$ cat src/rtl/sdcc_defs.vh
// Register offsets, field positions, reset values and timing counts for
// the card clock and command path. Included by every design file.
`ifndef SDCC_DEFS_VH
`define SDCC_DEFS_VH

// Word offsets, byte addressed
`define SDCC_OFF_CLKCTRL   8'h04
`define SDCC_OFF_ARG       8'h08
`define SDCC_OFF_CMD       8'h0c
`define SDCC_OFF_RESPIDX   8'h10

// Card clock control fields
`define SDCC_CLK_DIV_MSB   7
`define SDCC_CLK_EN        8
`define SDCC_CLK_GATE      9
`define SDCC_CLK_BYPASS    10
`define SDCC_CLK_WID_LSB   11
`define SDCC_CLK_WID_MSB   12
`define SDCC_CLK_EDGE      13
`define SDCC_CLK_FLOW      14
`define SDCC_CLK_MSB       14

// Command control fields
`define SDCC_CMD_IDX_MSB   5
`define SDCC_CMD_WAIT_LSB  6
`define SDCC_CMD_WAIT_MSB  7
`define SDCC_CMD_WAITIRQ   8
`define SDCC_CMD_WAITEND   9
`define SDCC_CMD_ENABLE    10
`define SDCC_CMD_SUSPEND   11
`define SDCC_CMD_CPL       12
`define SDCC_CMD_IRQEN     13
`define SDCC_CMD_ATA       14
`define SDCC_CMD_MSB       14

// Reset values
`define SDCC_RST_CLKCTRL   15'h0000
`define SDCC_RST_ARG       32'h0000_0000
`define SDCC_RST_CMD       15'h0000
`define SDCC_RST_RESPIDX   6'h00

// Bus width codes
`define SDCC_WID_1         2'h0
`define SDCC_WID_4         2'h1
`define SDCC_LANES_1       8'h01
`define SDCC_LANES_4       8'h0f
`define SDCC_LANES_8       8'hff

// Frame lengths and CRC bit ranges in card clock bits
`define SDCC_CMD_BITS      8'h30
`define SDCC_SHORT_BITS    8'h30
`define SDCC_LONG_BITS     8'h88
`define SDCC_SHORT_CRC_LO  8'h00
`define SDCC_SHORT_CRC_HI  8'h27
`define SDCC_LONG_CRC_LO   8'h08
`define SDCC_LONG_CRC_HI   8'h7f

// Response timeout in card clock cycles
`define SDCC_RESP_TIMEOUT  8'h40

`endif

$ cat src/rtl/unused_placeholder_none.v
// Reserved file; holds no logic.

$ cat src/rtl/sdcc_clkgen.v
// Card clock divider: kernel clock / (factor + 2), or a toggle per cycle
// in bypass. Assumes run_i already folds enable, gating and stalls.
`timescale 1ns/1ps
`include "sdcc_defs.vh"

module sdcc_clkgen (
  input  wire       clk_i,
  input  wire       rst_n_i,
  input  wire       ce_i,
  input  wire       run_i,
  input  wire [7:0] div_i,
  input  wire       bypass_i,
  input  wire       edge_i,
  output reg        card_clk_o,
  output wire       drive_tick_o,
  output wire       sample_tick_o
);

  reg  [8:0] cnt_q;
  reg        lvl_q;
  reg        lvl_d;
  wire [8:0] period;
  wire [8:0] half;
  wire       at_rise;
  wire       at_fall;

  assign period  = {1'b0, div_i} + 9'h002;
  assign half    = {1'b0, period[8:1]};
  assign at_rise = bypass_i ? ~lvl_q : (cnt_q == period - 9'h001);
  assign at_fall = bypass_i ? lvl_q  : (cnt_q == half - 9'h001);
  // Ticks mark the kernel cycle just before the card clock changes
  assign sample_tick_o = run_i & at_rise;
  assign drive_tick_o  = run_i & at_fall;

  always @* begin
    lvl_d = lvl_q;
    if (!run_i) begin
      lvl_d = 1'b0;
    end else if (at_rise) begin
      lvl_d = 1'b1;
    end else if (at_fall) begin
      lvl_d = 1'b0;
    end
  end

  always @(posedge clk_i or negedge rst_n_i) begin
    if (!rst_n_i) begin
      cnt_q      <= 9'h000;
      lvl_q      <= 1'b0;
      card_clk_o <= 1'b0;
    end else if (ce_i) begin
      lvl_q      <= lvl_d;
      // Inverted phase stands in for the opposite kernel edge
      card_clk_o <= run_i & (lvl_d ^ edge_i);
      if (!run_i || bypass_i || at_rise) begin
        cnt_q <= 9'h000;
      end else begin
        cnt_q <= cnt_q + 9'h001;
      end
    end
  end

endmodule

$ cat src/rtl/sdcc_crc7.v
// Serial CRC7 (x^7 + x^3 + 1) shared by command transmit and receive.
// Assumes the caller clears it before each frame and never enables
// accumulate and shift-out in the same cycle.
`timescale 1ns/1ps
`include "sdcc_defs.vh"

module sdcc_crc7 (
  input  wire       clk_i,
  input  wire       rst_n_i,
  input  wire       ce_i,
  input  wire       clr_i,
  input  wire       en_i,
  input  wire       shift_i,
  input  wire       din_i,
  output wire [6:0] crc_o
);

  reg  [6:0] crc_q;
  wire       fb;

  assign fb    = din_i ^ crc_q[6];
  assign crc_o = crc_q;

  always @(posedge clk_i or negedge rst_n_i) begin
    if (!rst_n_i) begin
      crc_q <= 7'h00;
    end else if (ce_i) begin
      if (clr_i) begin
        crc_q <= 7'h00;
      end else if (en_i) begin
        crc_q <= {crc_q[5:3], crc_q[2] ^ fb, crc_q[1:0], fb};
      end else if (shift_i) begin
        crc_q <= {crc_q[5:0], 1'b0};
      end
    end
  end

endmodule

$ cat src/rtl/sdcc_top.v
// Card clock generator and command path with its word registers.
// Assumes word-wide register access and inputs synchronous to ref_clk_i.
`timescale 1ns/1ps
`include "sdcc_defs.vh"

module sdcc_top (
  input  wire        ref_clk_i,
  input  wire        rstn_i,
  input  wire        ce_i,
  input  wire        reg_sel_i,
  input  wire        reg_wr_i,
  input  wire [7:0]  reg_addr_i,
  input  wire [31:0] reg_wdata_i,
  output reg  [31:0] reg_rdata_o,
  input  wire        data_busy_i,
  input  wire        data_stall_i,
  input  wire        read_wait_stop_i,
  input  wire        card_irq_i,
  input  wire        cmd_i,
  output reg         cmd_o,
  output reg         cmd_oe_o,
  output wire        card_clk_o,
  output reg  [7:0]  data_lanes_o,
  output reg         flow_ctrl_en_o,
  output reg         cmd_irq_en_o,
  output reg         busy_o,
  output reg         suspend_cmd_o,
  output reg         ata_cmd_o,
  output reg         cmd_sent_o,
  output reg         resp_recv_o,
  output reg         resp_crc_fail_o,
  output reg         resp_timeout_o,
  output reg         irq_seen_o,
  output reg         cmd_done_o
);

  localparam [2:0] ST_IDLE = 3'h0;
  localparam [2:0] ST_PEND = 3'h1;
  localparam [2:0] ST_SEND = 3'h2;
  localparam [2:0] ST_WAIT = 3'h3;
  localparam [2:0] ST_RECV = 3'h4;

  // ==========================================================
  // Reset release
  reg [1:0] rst_sync_q;
  wire      rst_n;

  always @(posedge ref_clk_i or negedge rstn_i) begin
    if (!rstn_i) begin
      rst_sync_q <= 2'b00;
    end else begin
      rst_sync_q <= {rst_sync_q[0], 1'b1};
    end
  end
  assign rst_n = rst_sync_q[1];

  // ==========================================================
  // Registers
  reg  [`SDCC_CLK_MSB:0] clkctrl_q;
  reg  [31:0]            arg_q;
  reg  [`SDCC_CMD_MSB:0] cmd_q;
  reg  [5:0]             resp_idx_q;
  reg  [2:0]             state_q;
  wire                   wr_clk;
  wire                   wr_arg;
  wire                   wr_cmd;
  wire                   cmd_start;

  function is_addr;
    input [7:0] a;
    input [7:0] off;
    begin
      is_addr = (a == off);
    end
  endfunction

  assign wr_clk = reg_sel_i & reg_wr_i &
                  is_addr(reg_addr_i, `SDCC_OFF_CLKCTRL);
  assign wr_arg = reg_sel_i & reg_wr_i &
                  is_addr(reg_addr_i, `SDCC_OFF_ARG);
  assign wr_cmd = reg_sel_i & reg_wr_i &
                  is_addr(reg_addr_i, `SDCC_OFF_CMD);
  // A new command is only taken while the machine is idle
  assign cmd_start = wr_cmd & reg_wdata_i[`SDCC_CMD_ENABLE] &
                     (state_q == ST_IDLE);

  always @(posedge ref_clk_i or negedge rst_n) begin
    if (!rst_n) begin
      clkctrl_q   <= `SDCC_RST_CLKCTRL;
      arg_q       <= `SDCC_RST_ARG;
      cmd_q       <= `SDCC_RST_CMD;
      reg_rdata_o <= 32'h0000_0000;
    end else if (ce_i) begin
      if (wr_clk) begin
        clkctrl_q <= reg_wdata_i[`SDCC_CLK_MSB:0];
      end
      if (wr_arg) begin
        arg_q <= reg_wdata_i;
      end
      if (wr_cmd) begin
        cmd_q <= reg_wdata_i[`SDCC_CMD_MSB:0];
      end
      reg_rdata_o <= 32'h0000_0000;
      if (reg_sel_i && !reg_wr_i) begin
        case (reg_addr_i)
          `SDCC_OFF_CLKCTRL: reg_rdata_o <= {17'h0_0000, clkctrl_q};
          `SDCC_OFF_ARG:     reg_rdata_o <= arg_q;
          `SDCC_OFF_CMD:     reg_rdata_o <= {17'h0_0000, cmd_q};
          `SDCC_OFF_RESPIDX: reg_rdata_o <= {26'h000_0000, resp_idx_q};
          default:           reg_rdata_o <= 32'h0000_0000;
        endcase
      end
    end
  end

  // ==========================================================
  // Card clock
  wire clk_run;
  wire drive_tick;
  wire sample_tick;
  wire bus_active;

  assign bus_active = (state_q != ST_IDLE) | data_busy_i;
  assign clk_run = clkctrl_q[`SDCC_CLK_EN] &
                   ~read_wait_stop_i &
                   ~(clkctrl_q[`SDCC_CLK_FLOW] & data_stall_i) &
                   (clkctrl_q[`SDCC_CLK_GATE] | bus_active);

  sdcc_clkgen u_clkgen (
    .clk_i         (ref_clk_i),
    .rst_n_i       (rst_n),
    .ce_i          (ce_i),
    .run_i         (clk_run),
    .div_i         (clkctrl_q[`SDCC_CLK_DIV_MSB:0]),
    .bypass_i      (clkctrl_q[`SDCC_CLK_BYPASS]),
    .edge_i        (clkctrl_q[`SDCC_CLK_EDGE]),
    .card_clk_o    (card_clk_o),
    .drive_tick_o  (drive_tick),
    .sample_tick_o (sample_tick)
  );

  // ==========================================================
  // Command path machine
  reg  [39:0] tx_sr_q;
  reg  [7:0]  bit_cnt_q;
  reg  [7:0]  tmo_cnt_q;
  reg  [5:0]  idx_sr_q;
  reg         crc_bad_q;
  reg         crc_clr;
  reg         crc_en;
  reg         crc_shift;
  reg         crc_din;
  wire [6:0]  crc;
  wire [1:0]  wait_type;
  wire        resp_long;
  wire        resp_none;
  wire [7:0]  resp_bits;
  wire [7:0]  crc_lo;
  wire [7:0]  crc_hi;
  wire        in_crc_body;
  wire        in_crc_cmp;

  assign wait_type = cmd_q[`SDCC_CMD_WAIT_MSB:`SDCC_CMD_WAIT_LSB];
  assign resp_none = ~wait_type[0];
  assign resp_long = wait_type[1] & wait_type[0];
  assign resp_bits = resp_long ? `SDCC_LONG_BITS
                               : `SDCC_SHORT_BITS;
  assign crc_lo = resp_long ? `SDCC_LONG_CRC_LO : `SDCC_SHORT_CRC_LO;
  assign crc_hi = resp_long ? `SDCC_LONG_CRC_HI : `SDCC_SHORT_CRC_HI;
  assign in_crc_body = (bit_cnt_q >= crc_lo) && (bit_cnt_q <= crc_hi);
  assign in_crc_cmp  = (bit_cnt_q > crc_hi) &&
                       (bit_cnt_q < resp_bits - 8'h01);

  always @* begin
    crc_clr   = 1'b0;
    crc_en    = 1'b0;
    crc_shift = 1'b0;
    crc_din   = 1'b0;
    case (state_q)
      ST_IDLE: begin
        crc_clr = 1'b1;
      end
      ST_SEND: begin
        if (drive_tick && bit_cnt_q < 8'h28) begin
          crc_en  = 1'b1;
          crc_din = tx_sr_q[39];
        end else if (drive_tick && bit_cnt_q < 8'h2f) begin
          crc_shift = 1'b1;
        end else if (drive_tick && bit_cnt_q == `SDCC_CMD_BITS) begin
          crc_clr = 1'b1;
        end
      end
      ST_WAIT: begin
        // Start bit counts toward the short response check
        crc_en  = sample_tick & ~cmd_i & ~resp_long;
        crc_din = 1'b0;
      end
      ST_RECV: begin
        crc_en    = sample_tick & in_crc_body;
        crc_din   = cmd_i;
        crc_shift = sample_tick & in_crc_cmp;
      end
      default: begin
        crc_clr = 1'b1;
      end
    endcase
  end

  sdcc_crc7 u_crc (
    .clk_i   (ref_clk_i),
    .rst_n_i (rst_n),
    .ce_i    (ce_i),
    .clr_i   (crc_clr),
    .en_i    (crc_en),
    .shift_i (crc_shift),
    .din_i   (crc_din),
    .crc_o   (crc)
  );

  always @(posedge ref_clk_i or negedge rst_n) begin
    if (!rst_n) begin
      state_q         <= ST_IDLE;
      tx_sr_q         <= 40'h00_0000_0000;
      bit_cnt_q       <= 8'h00;
      tmo_cnt_q       <= 8'h00;
      idx_sr_q        <= 6'h00;
      crc_bad_q       <= 1'b0;
      resp_idx_q      <= `SDCC_RST_RESPIDX;
      cmd_o           <= 1'b1;
      cmd_oe_o        <= 1'b0;
      cmd_sent_o      <= 1'b0;
      resp_recv_o     <= 1'b0;
      resp_crc_fail_o <= 1'b0;
      resp_timeout_o  <= 1'b0;
      irq_seen_o      <= 1'b0;
      cmd_done_o      <= 1'b0;
    end else if (ce_i) begin
      cmd_sent_o      <= 1'b0;
      resp_recv_o     <= 1'b0;
      resp_crc_fail_o <= 1'b0;
      resp_timeout_o  <= 1'b0;
      irq_seen_o      <= 1'b0;
      cmd_done_o      <= 1'b0;
      if (state_q != ST_IDLE && !cmd_q[`SDCC_CMD_ENABLE]) begin
        state_q  <= ST_IDLE;
        cmd_oe_o <= 1'b0;
        cmd_o    <= 1'b1;
      end else begin
        case (state_q)
          ST_IDLE: begin
            bit_cnt_q <= 8'h00;
            if (cmd_start) begin
              tx_sr_q <= {2'b01,
                          reg_wdata_i[`SDCC_CMD_IDX_MSB:0],
                          arg_q};
              if (reg_wdata_i[`SDCC_CMD_WAITEND]) begin
                state_q <= ST_PEND;
              end else begin
                state_q <= ST_SEND;
              end
            end
          end
          ST_PEND: begin
            if (!data_busy_i) begin
              state_q <= ST_SEND;
            end
          end
          ST_SEND: begin
            if (drive_tick) begin
              bit_cnt_q <= bit_cnt_q + 8'h01;
              cmd_oe_o  <= 1'b1;
              if (bit_cnt_q < 8'h28) begin
                cmd_o   <= tx_sr_q[39];
                tx_sr_q <= {tx_sr_q[38:0], 1'b0};
              end else if (bit_cnt_q < 8'h2f) begin
                cmd_o <= crc[6];
              end else if (bit_cnt_q < `SDCC_CMD_BITS) begin
                cmd_o <= 1'b1;
              end else begin
                cmd_oe_o  <= 1'b0;
                bit_cnt_q <= 8'h00;
                tmo_cnt_q <= 8'h00;
                crc_bad_q <= 1'b0;
                if (resp_none) begin
                  state_q    <= ST_IDLE;
                  cmd_sent_o <= 1'b1;
                  cmd_done_o <= cmd_q[`SDCC_CMD_CPL];
                end else begin
                  state_q <= ST_WAIT;
                end
              end
            end
          end
          ST_WAIT: begin
            if (sample_tick && !cmd_i) begin
              state_q   <= ST_RECV;
              bit_cnt_q <= 8'h01;
            end else if (!cmd_q[`SDCC_CMD_WAITIRQ] && card_irq_i) begin
              state_q    <= ST_IDLE;
              irq_seen_o <= 1'b1;
              cmd_done_o <= cmd_q[`SDCC_CMD_CPL];
            end else if (sample_tick && cmd_q[`SDCC_CMD_WAITIRQ]) begin
              tmo_cnt_q <= tmo_cnt_q + 8'h01;
              if (tmo_cnt_q == `SDCC_RESP_TIMEOUT - 8'h01) begin
                state_q        <= ST_IDLE;
                resp_timeout_o <= 1'b1;
                cmd_done_o     <= cmd_q[`SDCC_CMD_CPL];
              end
            end
          end
          ST_RECV: begin
            if (sample_tick) begin
              bit_cnt_q <= bit_cnt_q + 8'h01;
              if (bit_cnt_q < 8'h08) begin
                idx_sr_q <= {idx_sr_q[4:0], cmd_i};
              end
              if (bit_cnt_q == 8'h08) begin
                resp_idx_q <= idx_sr_q;
              end
              if (in_crc_cmp && cmd_i != crc[6]) begin
                crc_bad_q <= 1'b1;
              end
              if (bit_cnt_q == resp_bits - 8'h01) begin
                state_q         <= ST_IDLE;
                resp_recv_o     <= ~crc_bad_q;
                resp_crc_fail_o <= crc_bad_q;
                cmd_done_o      <= cmd_q[`SDCC_CMD_CPL];
              end
            end
          end
          default: begin
            state_q <= ST_IDLE;
          end
        endcase
      end
    end
  end

  // ==========================================================
  // Control outputs decoded from registers, and busy flags from state
  always @(posedge ref_clk_i or negedge rst_n) begin
    if (!rst_n) begin
      data_lanes_o   <= `SDCC_LANES_1;
      flow_ctrl_en_o <= 1'b0;
      cmd_irq_en_o   <= 1'b0;
      busy_o         <= 1'b0;
      suspend_cmd_o  <= 1'b0;
      ata_cmd_o      <= 1'b0;
    end else if (ce_i) begin
      case (clkctrl_q[`SDCC_CLK_WID_MSB:`SDCC_CLK_WID_LSB])
        2'h1:    data_lanes_o <= `SDCC_LANES_4;
        2'h2:    data_lanes_o <= `SDCC_LANES_8;
        // Reserved code falls back to one lane
        default: data_lanes_o <= `SDCC_LANES_1;
      endcase
      flow_ctrl_en_o <= clkctrl_q[`SDCC_CLK_FLOW];
      cmd_irq_en_o   <= ~cmd_q[`SDCC_CMD_IRQEN];
      busy_o         <= (state_q != ST_IDLE);
      suspend_cmd_o  <= (state_q != ST_IDLE) &
                        cmd_q[`SDCC_CMD_SUSPEND];
      ata_cmd_o      <= (state_q != ST_IDLE) &
                        cmd_q[`SDCC_CMD_ATA];
    end
  end

endmodule

$ cat config.mk
export PLATFORM = sky130hd
export DESIGN_NAME = sdcc_top
export DESIGN_NICKNAME = d
export VERILOG_FILES = /design/src/rtl/unused_placeholder_none.v /design/src/rtl/sdcc_clkgen.v /design/src/rtl/sdcc_crc7.v /design/src/rtl/sdcc_top.v
export VERILOG_INCLUDE_DIRS = /design/src /design/src/rtl
export SDC_FILE = /design/constraint.sdc
export NUM_CORES = 1
export LEC_CHECK = 0
export BUFFER_PORTS_ARGS = -buffer_cell sky130_fd_sc_hd__buf_2
export CELL_PAD_IN_SITES_DETAIL_PLACEMENT = 2
export CELL_PAD_IN_SITES_GLOBAL_PLACEMENT = 2
export CORE_MARGIN = 1.5
export CORE_UTILIZATION = 26
export CTS_BUF_LIST = sky130_fd_sc_hd__clkbuf_8
export DETAILED_ROUTE_END_ITERATION = 8
export PLACE_DENSITY = 0.57
export SYNTH_ARGS = -nofsm -noshare
export SYNTH_HDL_FRONTEND = slang
export SYNTH_SLANG_ARGS = --single-unit
$ cat constraint.sdc
create_clock -name ref_clk_i -period 8.5 [get_ports ref_clk_i]
set_input_delay 0.85 -clock ref_clk_i [delete_from_list [all_inputs] [get_ports ref_clk_i]]
set_output_delay 0.85 -clock ref_clk_i [all_outputs]
set_load 0.1 [all_outputs]
==> run metrics, run 1 <==
vias in the first global route=8,991; CTS tree=built; PD cells=217 mW/mm²; final hold vios=0; Worst Setup EP=bit_cnt_q[6]; WHS=0.349 ns; CP Max Fanout=13; Ys Warns=0; combinational family with the most area after synthesis=simple AND/OR/NAND/NOR gates; top_reg_cell synth=dfrtp_1; synthesized area per cell=9.85 µm²; crit path launch=clkctrl_q[1]; RSZ-0062 raised after global routing=false; Total GRT Usage=0.163; status=complete, no violations; post-DP HPWL=22.2 mm; r2r startpoint=clkctrl_q[1]; drt drc=0; First-pass DRT Iterations=4; number of flops mapped to enable cells by yosys=0; GP Congestion=0.761; first-pass GRT wire length=52.2 mm; WS Path Type=register to register; worst skew pair latency=0.59 ns; WP data arrival=4.63 ns; ys async rst share=1.00; CTS H-tree lvls=2; 1st-iter DRT viols=345; total CTS buffers=40; R2R depth=11; row count=72; Port-buffer cells=102; CTS root buf=clkbuf_8; CP endpoint kind=register; post-synthesis simple-gate area fraction=0.160; Nets=1,195; worst slew pin tran=1.13 ns; Post-CTS Setup Bufs=0; max-slew violation count=0; synth unique cells=74; Mapped Area=0.0102 mm²; post-synthesis adder-cell area fraction=0.0184; layer with the highest usage=met2; worst hold path class=register to register; synthesized flop and latch total=201; Die Span X=201 µm; Clock Pin Slew Worst Setup and Hold Paths=0.06 ns; register area share after synthesis=0.492; I/O pin count=104; post-layout min period=4.17 ns; Post-Synth XOR/XNOR Area=0.0414; grt met3 use=0.0309; Core Region=0.0387 mm²; met1 usage=0.222; Worst IR Drop VDD=99.2 µV; Fillers=4,334; Max-Cap Viols=0; drt total wl=32.4 mm; clock skew=0.0239 ns; Clock Sink Count=201; wire per inst=19.3 µm; r2r endpoint=bit_cnt_q[6]; Max Root-Sink Buffers=3; pin count of the biggest net entering global routing=140; Compound-Gate Fraction of Synth Area=0.135; initial core utilization=0.264; Worst EP required=8.96 ns; final period utilization=0.490; share of cells above drive strength 1=0.242; FF-to-FF setup slack=4.33 ns; die height=201 µm; Syn-to-layout area delta=18.0%; Final Setup Violations=0; element type at the critical path start=register; Gate Count Post-Synth=1,038; leakage=5.49 nW; M2 GR Usage=0.263; diode count=0; via density per instance=4.87; Worst slew margin=0.226; antenna viol nets, final=0; Overflow after GRT=0; mux cell area share after synthesis=0.101; setup_tns=0 ns; DR vias=8,163; Fmax=240 MHz; initial antenna violation count=1; die footprint=0.0405 mm²
-- routing by layer --
layer,up-vias,share of wire
met4,2,0.021
met3,57,0.037
met1,4160,0.48
li1,3814,-
met2,130,0.46
met5,-,0.00034
-- stage by stage --
| stage | utilization | instances | power (mW) | setup WS, ns | area [µm²] |
|---|---|---|---|---|---|
| floorplan | - | 1039 | 1.48 | 2.49 | 10200 |
| global placement | 0.290 | 1605 | 1.63 | 4.01 | 11300 |
| detailed placement | 0.290 | 1605 | 1.65 | 3.90 | 11300 |
| CTS | 0.311 | 1677 | 2.68 | 4.29 | 12100 |
| global route | 0.311 | 1677 | 2.79 | 3.84 | 12100 |
| finish | 0.311 | 1677 | 2.62 | 4.33 | 12100 |
-- report_power, final --
group	internal [mW]	switching, mW
sequential	1.07	0.0860
clock	0.547	0.454
combinational	0.154	0.305
total	1.77	0.846
-- worst max-delay path, cell delays in order (launching register included) --
cell and delay [ns]:
dfrtp_1 0.63, ha_1 0.40, nand2_1 0.26, nor2_1 0.32
xor2_1 0.40, a211o_1 0.16, a31oi_1 0.11, a21oi_1 0.42
nor3_1 0.19, nand4b_1 0.51, or2_0 0.38, o41ai_1 0.25
-- timing repair --
| item | 4_1_cts | 5_1_grt |
|---|---|---|
| resized for setup | 0 | 0 |
| hold buffers | 1 | 0 |
| endpoints found under the hold margin | 2 | 0 |
-- layout make-up --
class,instances,area [µm²],area share
clock buffers,52,716,0.0593
repair buffers,118,646,0.0535
clock inverters,19,88.8,0.00736
flip-flops and latches,201,5030,0.417
multi-input cells,706,4700,0.389
well taps,518,648,0.0537
inverters,63,236,0.0196
-- worst min path at each step --
stage	depth (start not counted)	from	endpoint	slack, ns
finish	0	rst_sync_q[0]	rst_sync_q[1]	0.35
global route	0	rst_sync_q[0]	rst_sync_q[1]	0.35
CTS	0	rst_sync_q[0]	rst_sync_q[1]	0.35
detailed placement	0	rst_sync_q[0]	rst_sync_q[1]	0.34
global placement	0	rst_sync_q[0]	rst_sync_q[1]	0.34
floorplan	0	rst_sync_q[0]	rst_sync_q[1]	0.33
-- cell usage after synthesis (all sizes together), types with 3 or more instances --
cell / n / share of area
clkbuf: 49 / 0.018
ha: 15 / 0.018
nand2: 142 / 0.052
nor2: 86 / 0.032
a31oi: 45 / 0.028
xor2: 18 / 0.015
and3: 10 / 0.0061
or3: 4 / 0.0029
o31ai: 6 / 0.0044
a21oi: 26 / 0.014
nor4b: 5 / 0.0043
xnor3: 4 / 0.0088
o2111ai: 4 / 0.0034
nand3: 31 / 0.017
a221oi: 7 / 0.0060
dfrtp: 200 / 0.49
inv: 63 / 0.023
nor3: 14 / 0.0095
o21ai: 55 / 0.027
o22ai: 25 / 0.015
buf: 20 / 0.011
or2: 4 / 0.0024
xnor2: 20 / 0.017
o211ai: 3 / 0.0022
nand4: 10 / 0.0061
mux2i: 4 / 0.0039
nand2b: 5 / 0.0038
a22o: 9 / 0.0077
nor2b: 7 / 0.0043
nor4: 7 / 0.0064
a22oi: 9 / 0.0066
a21o: 3 / 0.0022
o2bb2ai: 3 / 0.0026
mux2: 88 / 0.097
nand4b: 4 / 0.0034
and2: 7 / 0.0043
-- kinds of logic (layout without fill, tap and decap cells) --
logic type / Yosys count / in the layout
AND/OR/NAND/NOR: 343 / 343
AO/OA/AOI/OAI: 212 / 212
flip-flops: 201 / 201
buffers and inverters: 132 / 252
multiplexers: 92 / 92
XOR/XNOR: 42 / 42
adder cells (fa/ha/maj): 15 / 15
other: 1 / 2
-- state kept, by name (all words and copies together), names as in the netlist, 6 cells and up --
name and cells:
cmd_q 15, clkctrl_q 15, reg_rdata_o 32, idx_sr_q 6, resp_idx_q 6, u_clkgen.cnt_q 9, u_crc.crc_o 7, arg_q 32
bit_cnt_q 8, tx_sr_q 40, tmo_cnt_q 8
-- cell usage in the layout (no fill, tap or decap), drive strengths merged, types with 15 or more instances in the layout --
| cell | Yosys | final |
|---|---|---|
| mux2 | 88 | 88 |
| ha | 15 | 15 |
| dfrtp | 200 | 200 |
| xnor2 | 20 | 20 |
| nand3 | 31 | 31 |
| buf | 20 | 117 |
| o21ai | 55 | 55 |
| xor2 | 18 | 18 |
| clkbuf | 49 | 52 |
| nand2 | 142 | 142 |
| nor2 | 86 | 86 |
| inv | 63 | 81 |
| o22ai | 25 | 25 |
| a21oi | 26 | 26 |
| a31oi | 45 | 45 |
Note: power is estimated with default switching activity, not from simulation.
==> run 2, diff against run 1 <==
--- a/config.mk
+++ b/config.mk
@@ -6,6 +6,7 @@
 export SDC_FILE = /design/constraint.sdc
 export NUM_CORES = 1
 export LEC_CHECK = 0
+export ABC_AREA = 1
 export BUFFER_PORTS_ARGS = -buffer_cell sky130_fd_sc_hd__buf_2
 export CELL_PAD_IN_SITES_DETAIL_PLACEMENT = 2
 export CELL_PAD_IN_SITES_GLOBAL_PLACEMENT = 2
@@ -13,7 +14,7 @@
 export CORE_UTILIZATION = 26
 export CTS_BUF_LIST = sky130_fd_sc_hd__clkbuf_8
 export DETAILED_ROUTE_END_ITERATION = 8
-export PLACE_DENSITY = 0.57
+export PLACE_DENSITY = 0.63
 export SYNTH_ARGS = -nofsm -noshare
 export SYNTH_HDL_FRONTEND = slang
 export SYNTH_SLANG_ARGS = --single-unit
==> constraint.sdc (replaced) <==
create_clock -name ref_clk_i -period 3.46 [get_ports ref_clk_i]
set_input_delay 0.346 -clock ref_clk_i [delete_from_list [all_inputs] [get_ports ref_clk_i]]
set_output_delay 0.346 -clock ref_clk_i [all_outputs]
set_load 0.1 [all_outputs]
==> run 2 against run 1 <==
Combinational power increased to 3.0 times the previous value. Synthesized cell count increased by 26%. Critical path depth increased by 11. Design area increased by 2.9%. Highest routed layer is now met4. Sequential share of layout area decreased by 1.1 points. Fmax increased by 33%. Core utilization increased by 0.74 points. Clock skew decreased by 0.0091 ns.
==> run metrics, run 2 <==
status=complete, no violations; Final Setup Violations=0; top cells by area, synth=dfrtp_1 49%, nand2_1 12%, o21ai_0 6.8%; initial antenna violation count=0; Core Region=0.0389 mm²; synth unique cells=47; Synth area leader=dfrtp_1; Fmax=320 MHz; synthesized area per cell=7.90 µm²; Port-buffer cells=102; final core occ=0.319; CTS tree=built; 1st-iter DRT viols=369; register area share after synthesis=0.488; First-pass DRT Iterations=4; Syn-to-layout area delta=20.3%; Final Worst Setup Slack=0.331 ns; commonest cells after routing, fill and taps aside=337 x nand2_1, 198 x dfrtp_1, 166 x inv_1; Clock Pin Slew Worst Setup and Hold Paths=0.06 ns; CTS H-tree lvls=2; Commonest cells post-synth=338 x nand2_1, 200 x dfrtp_1, 153 x inv_1, 141 x o21ai_0, 95 x nor2_1; die height=202 µm; I/O pin count=104; vias in the first global route=10,400; final period utilization=0.904; synthesized flop and latch total=201; worst skew pair latency=0.59 ns; worst slew pin tran=0.815 ns; pre-CTS setup slack=0.320 ns; WP data arrival=3.60 ns; DR vias=9,429; number of flops mapped to enable cells by yosys=0; Ys Warns=0; row count=72; post-DP HPWL=26.9 mm; element type at the critical path start=register; Die Span X=202 µm; setup_tns=0 ns; Total GRT Usage=0.186; initial core utilization=0.265; Yosys top cell area share=0.485; crit path cell chain=ha_1, nand3_1, nand2_1, nand2_1, nor2_1, nand2_1, inv_1, nand2_1, nand2_1, nand2_1, nor2_1, nand2_1, nand2_2, nand2_2, nand2_2, nand2_1, inv_2, nand2_1, a21boi_2, nand2_1, nand2_1, nand2_1; Slowest-stage cell, CP=dfrtp_1; first-pass GRT wire length=59.0 mm; antenna viol nets, final=0; wire per inst=18.5 µm; Overflow after GRT=0; clock skew=0.0147 ns; most numerous cell in the Yosys netlist=nand2_1; WS Path Type=register to register; max-slew violation count=0; post-route cell area=0.0124 mm²; share of cells above drive strength 1=0.163; diode count=0; post-layout min period=3.13 ns; commonest non-fill, non-tap cell in the layout=nand2_1; Reg with most FFs=tx_sr_q; CP endpoint kind=register; RSZ-0062 raised after global routing=false; Max Root-Sink Buffers=3; PD cells=523 mW/mm²; ys async rst share=1.00; pin count of the biggest net entering global routing=69; drt total wl=36.6 mm; placed cells=1,899; final hold vios=0; Worst EP required=3.93 ns; GP Congestion=0.831; via density per instance=4.76; most frequent CP cell=nand2_1; Worst IR Drop VDD=238 µV; Max-Cap Viols=0; worst hold path class=input port to register; CP Max Fanout=7; drt drc=0; Worst slew margin=0.457; CTS root buf=clkbuf_8; die footprint=0.0409 mm²; Mapped Area=0.0103 mm²; Cell Count, Final, Fillers Out=1,982; max reg flops=40; top_reg_cell synth=dfrtp_1; Largest stage delay, worst path=0.50 ns; Clock Sink Count=201; leakage=6.14 nW; total CTS buffers=42; Largest regs=tx_sr_q x40, arg_q x32, reg_rdata_o x32; Nets=1,507; Placed Area=0.0115 mm²; Gate Count Post-Synth=1,306
-- run 2: kinds of logic (layout without fill, tap and decap cells) --
| family | Yosys count | count (layout) | synth area share |
|---|---|---|---|
| other | 1 | 2 | 0.000364 |
| XOR/XNOR | 10 | 10 | 0.00849 |
| AND/OR/NAND/NOR | 586 | 586 | 0.247 |
| flip-flops | 201 | 201 | 0.488 |
| AO/OA/AOI/OAI | 270 | 270 | 0.147 |
| buffers and inverters | 215 | 372 | 0.0829 |
| multiplexers | 8 | 8 | 0.00776 |
| adder cells (fa/ha/maj) | 15 | 15 | 0.0182 |
-- run 2: final cells by class --
type	instances	area [µm²]
tap	518	648
fill	4564	26500
sequential	201	5040
timing repair buffer	145	913
inverter	161	604
clock buffer	50	688
clock inverter	16	65.1
multi-input combinational	891	4460
-- run 2: path summary, 6_finish.rpt --
path / from / to / slack [ns] / cells after the start
min in group asynchronous: rstn_i / rst_sync_q[1] / 0.07 / 2
min: reg_wdata_i[25] / arg_q[25] / 0.04 / 3
max reg2reg: clkctrl_q[2] / state_q[0] / 0.33 / 22
max in group asynchronous: rst_sync_q[1] / arg_q[25] / 2.15 / 1
min reg2reg: rst_sync_q[0] / rst_sync_q[1] / 0.35 / 0
max: clkctrl_q[2] / state_q[0] / 0.33 / 22
-- run 2: power by group --
part	leakage, nW	total, mW	switching [mW]	internal [mW]
clock	0.438	2.36	1.07	1.28
combinational	3.10	1.37	0.978	0.390
sequential	2.60	2.76	0.165	2.59
total	6.14	6.49	2.22	4.27
-- run 2: what timing repair did --
item | in CTS | in global routing
endpoints found under the hold margin | 18 | 0
hold buffers | 17 | 0
gates resized for setup | 0 | 3
setup buffers | 0 | 0
endpoints found under the setup margin | 0 | 16
-- run 2: routing by layer --
layer,up-vias,track usage,part of all wire
met5,-,0,0
met4,0,0.0603,0.024
met3,55,0.0281,0.036
met2,135,0.302,0.46
met1,4709,0.253,0.48
li1,4530,-,-
-- run 2: worst max-delay path, delay by kind of cell, from the launching register on --
family	cells	cell delay, ns
buffers and inverters	2	0.14
DFF	1	0.50
adders and majority gates	1	0.27
and+or+nand+nor	18	1.87
AOI/OAI and AO/OA	1	0.22
-- run 2: stage by stage --
step / hold slack [ns] / power (mW)
after CTS: 0.000290 / 6.63
after detailed placement: 0.135 / 4.17
final: 0.0396 / 6.49
after global routing: 0.0423 / 6.92
after floorplan: 0.0504 / 3.70
after global placement: 0.131 / 4.12
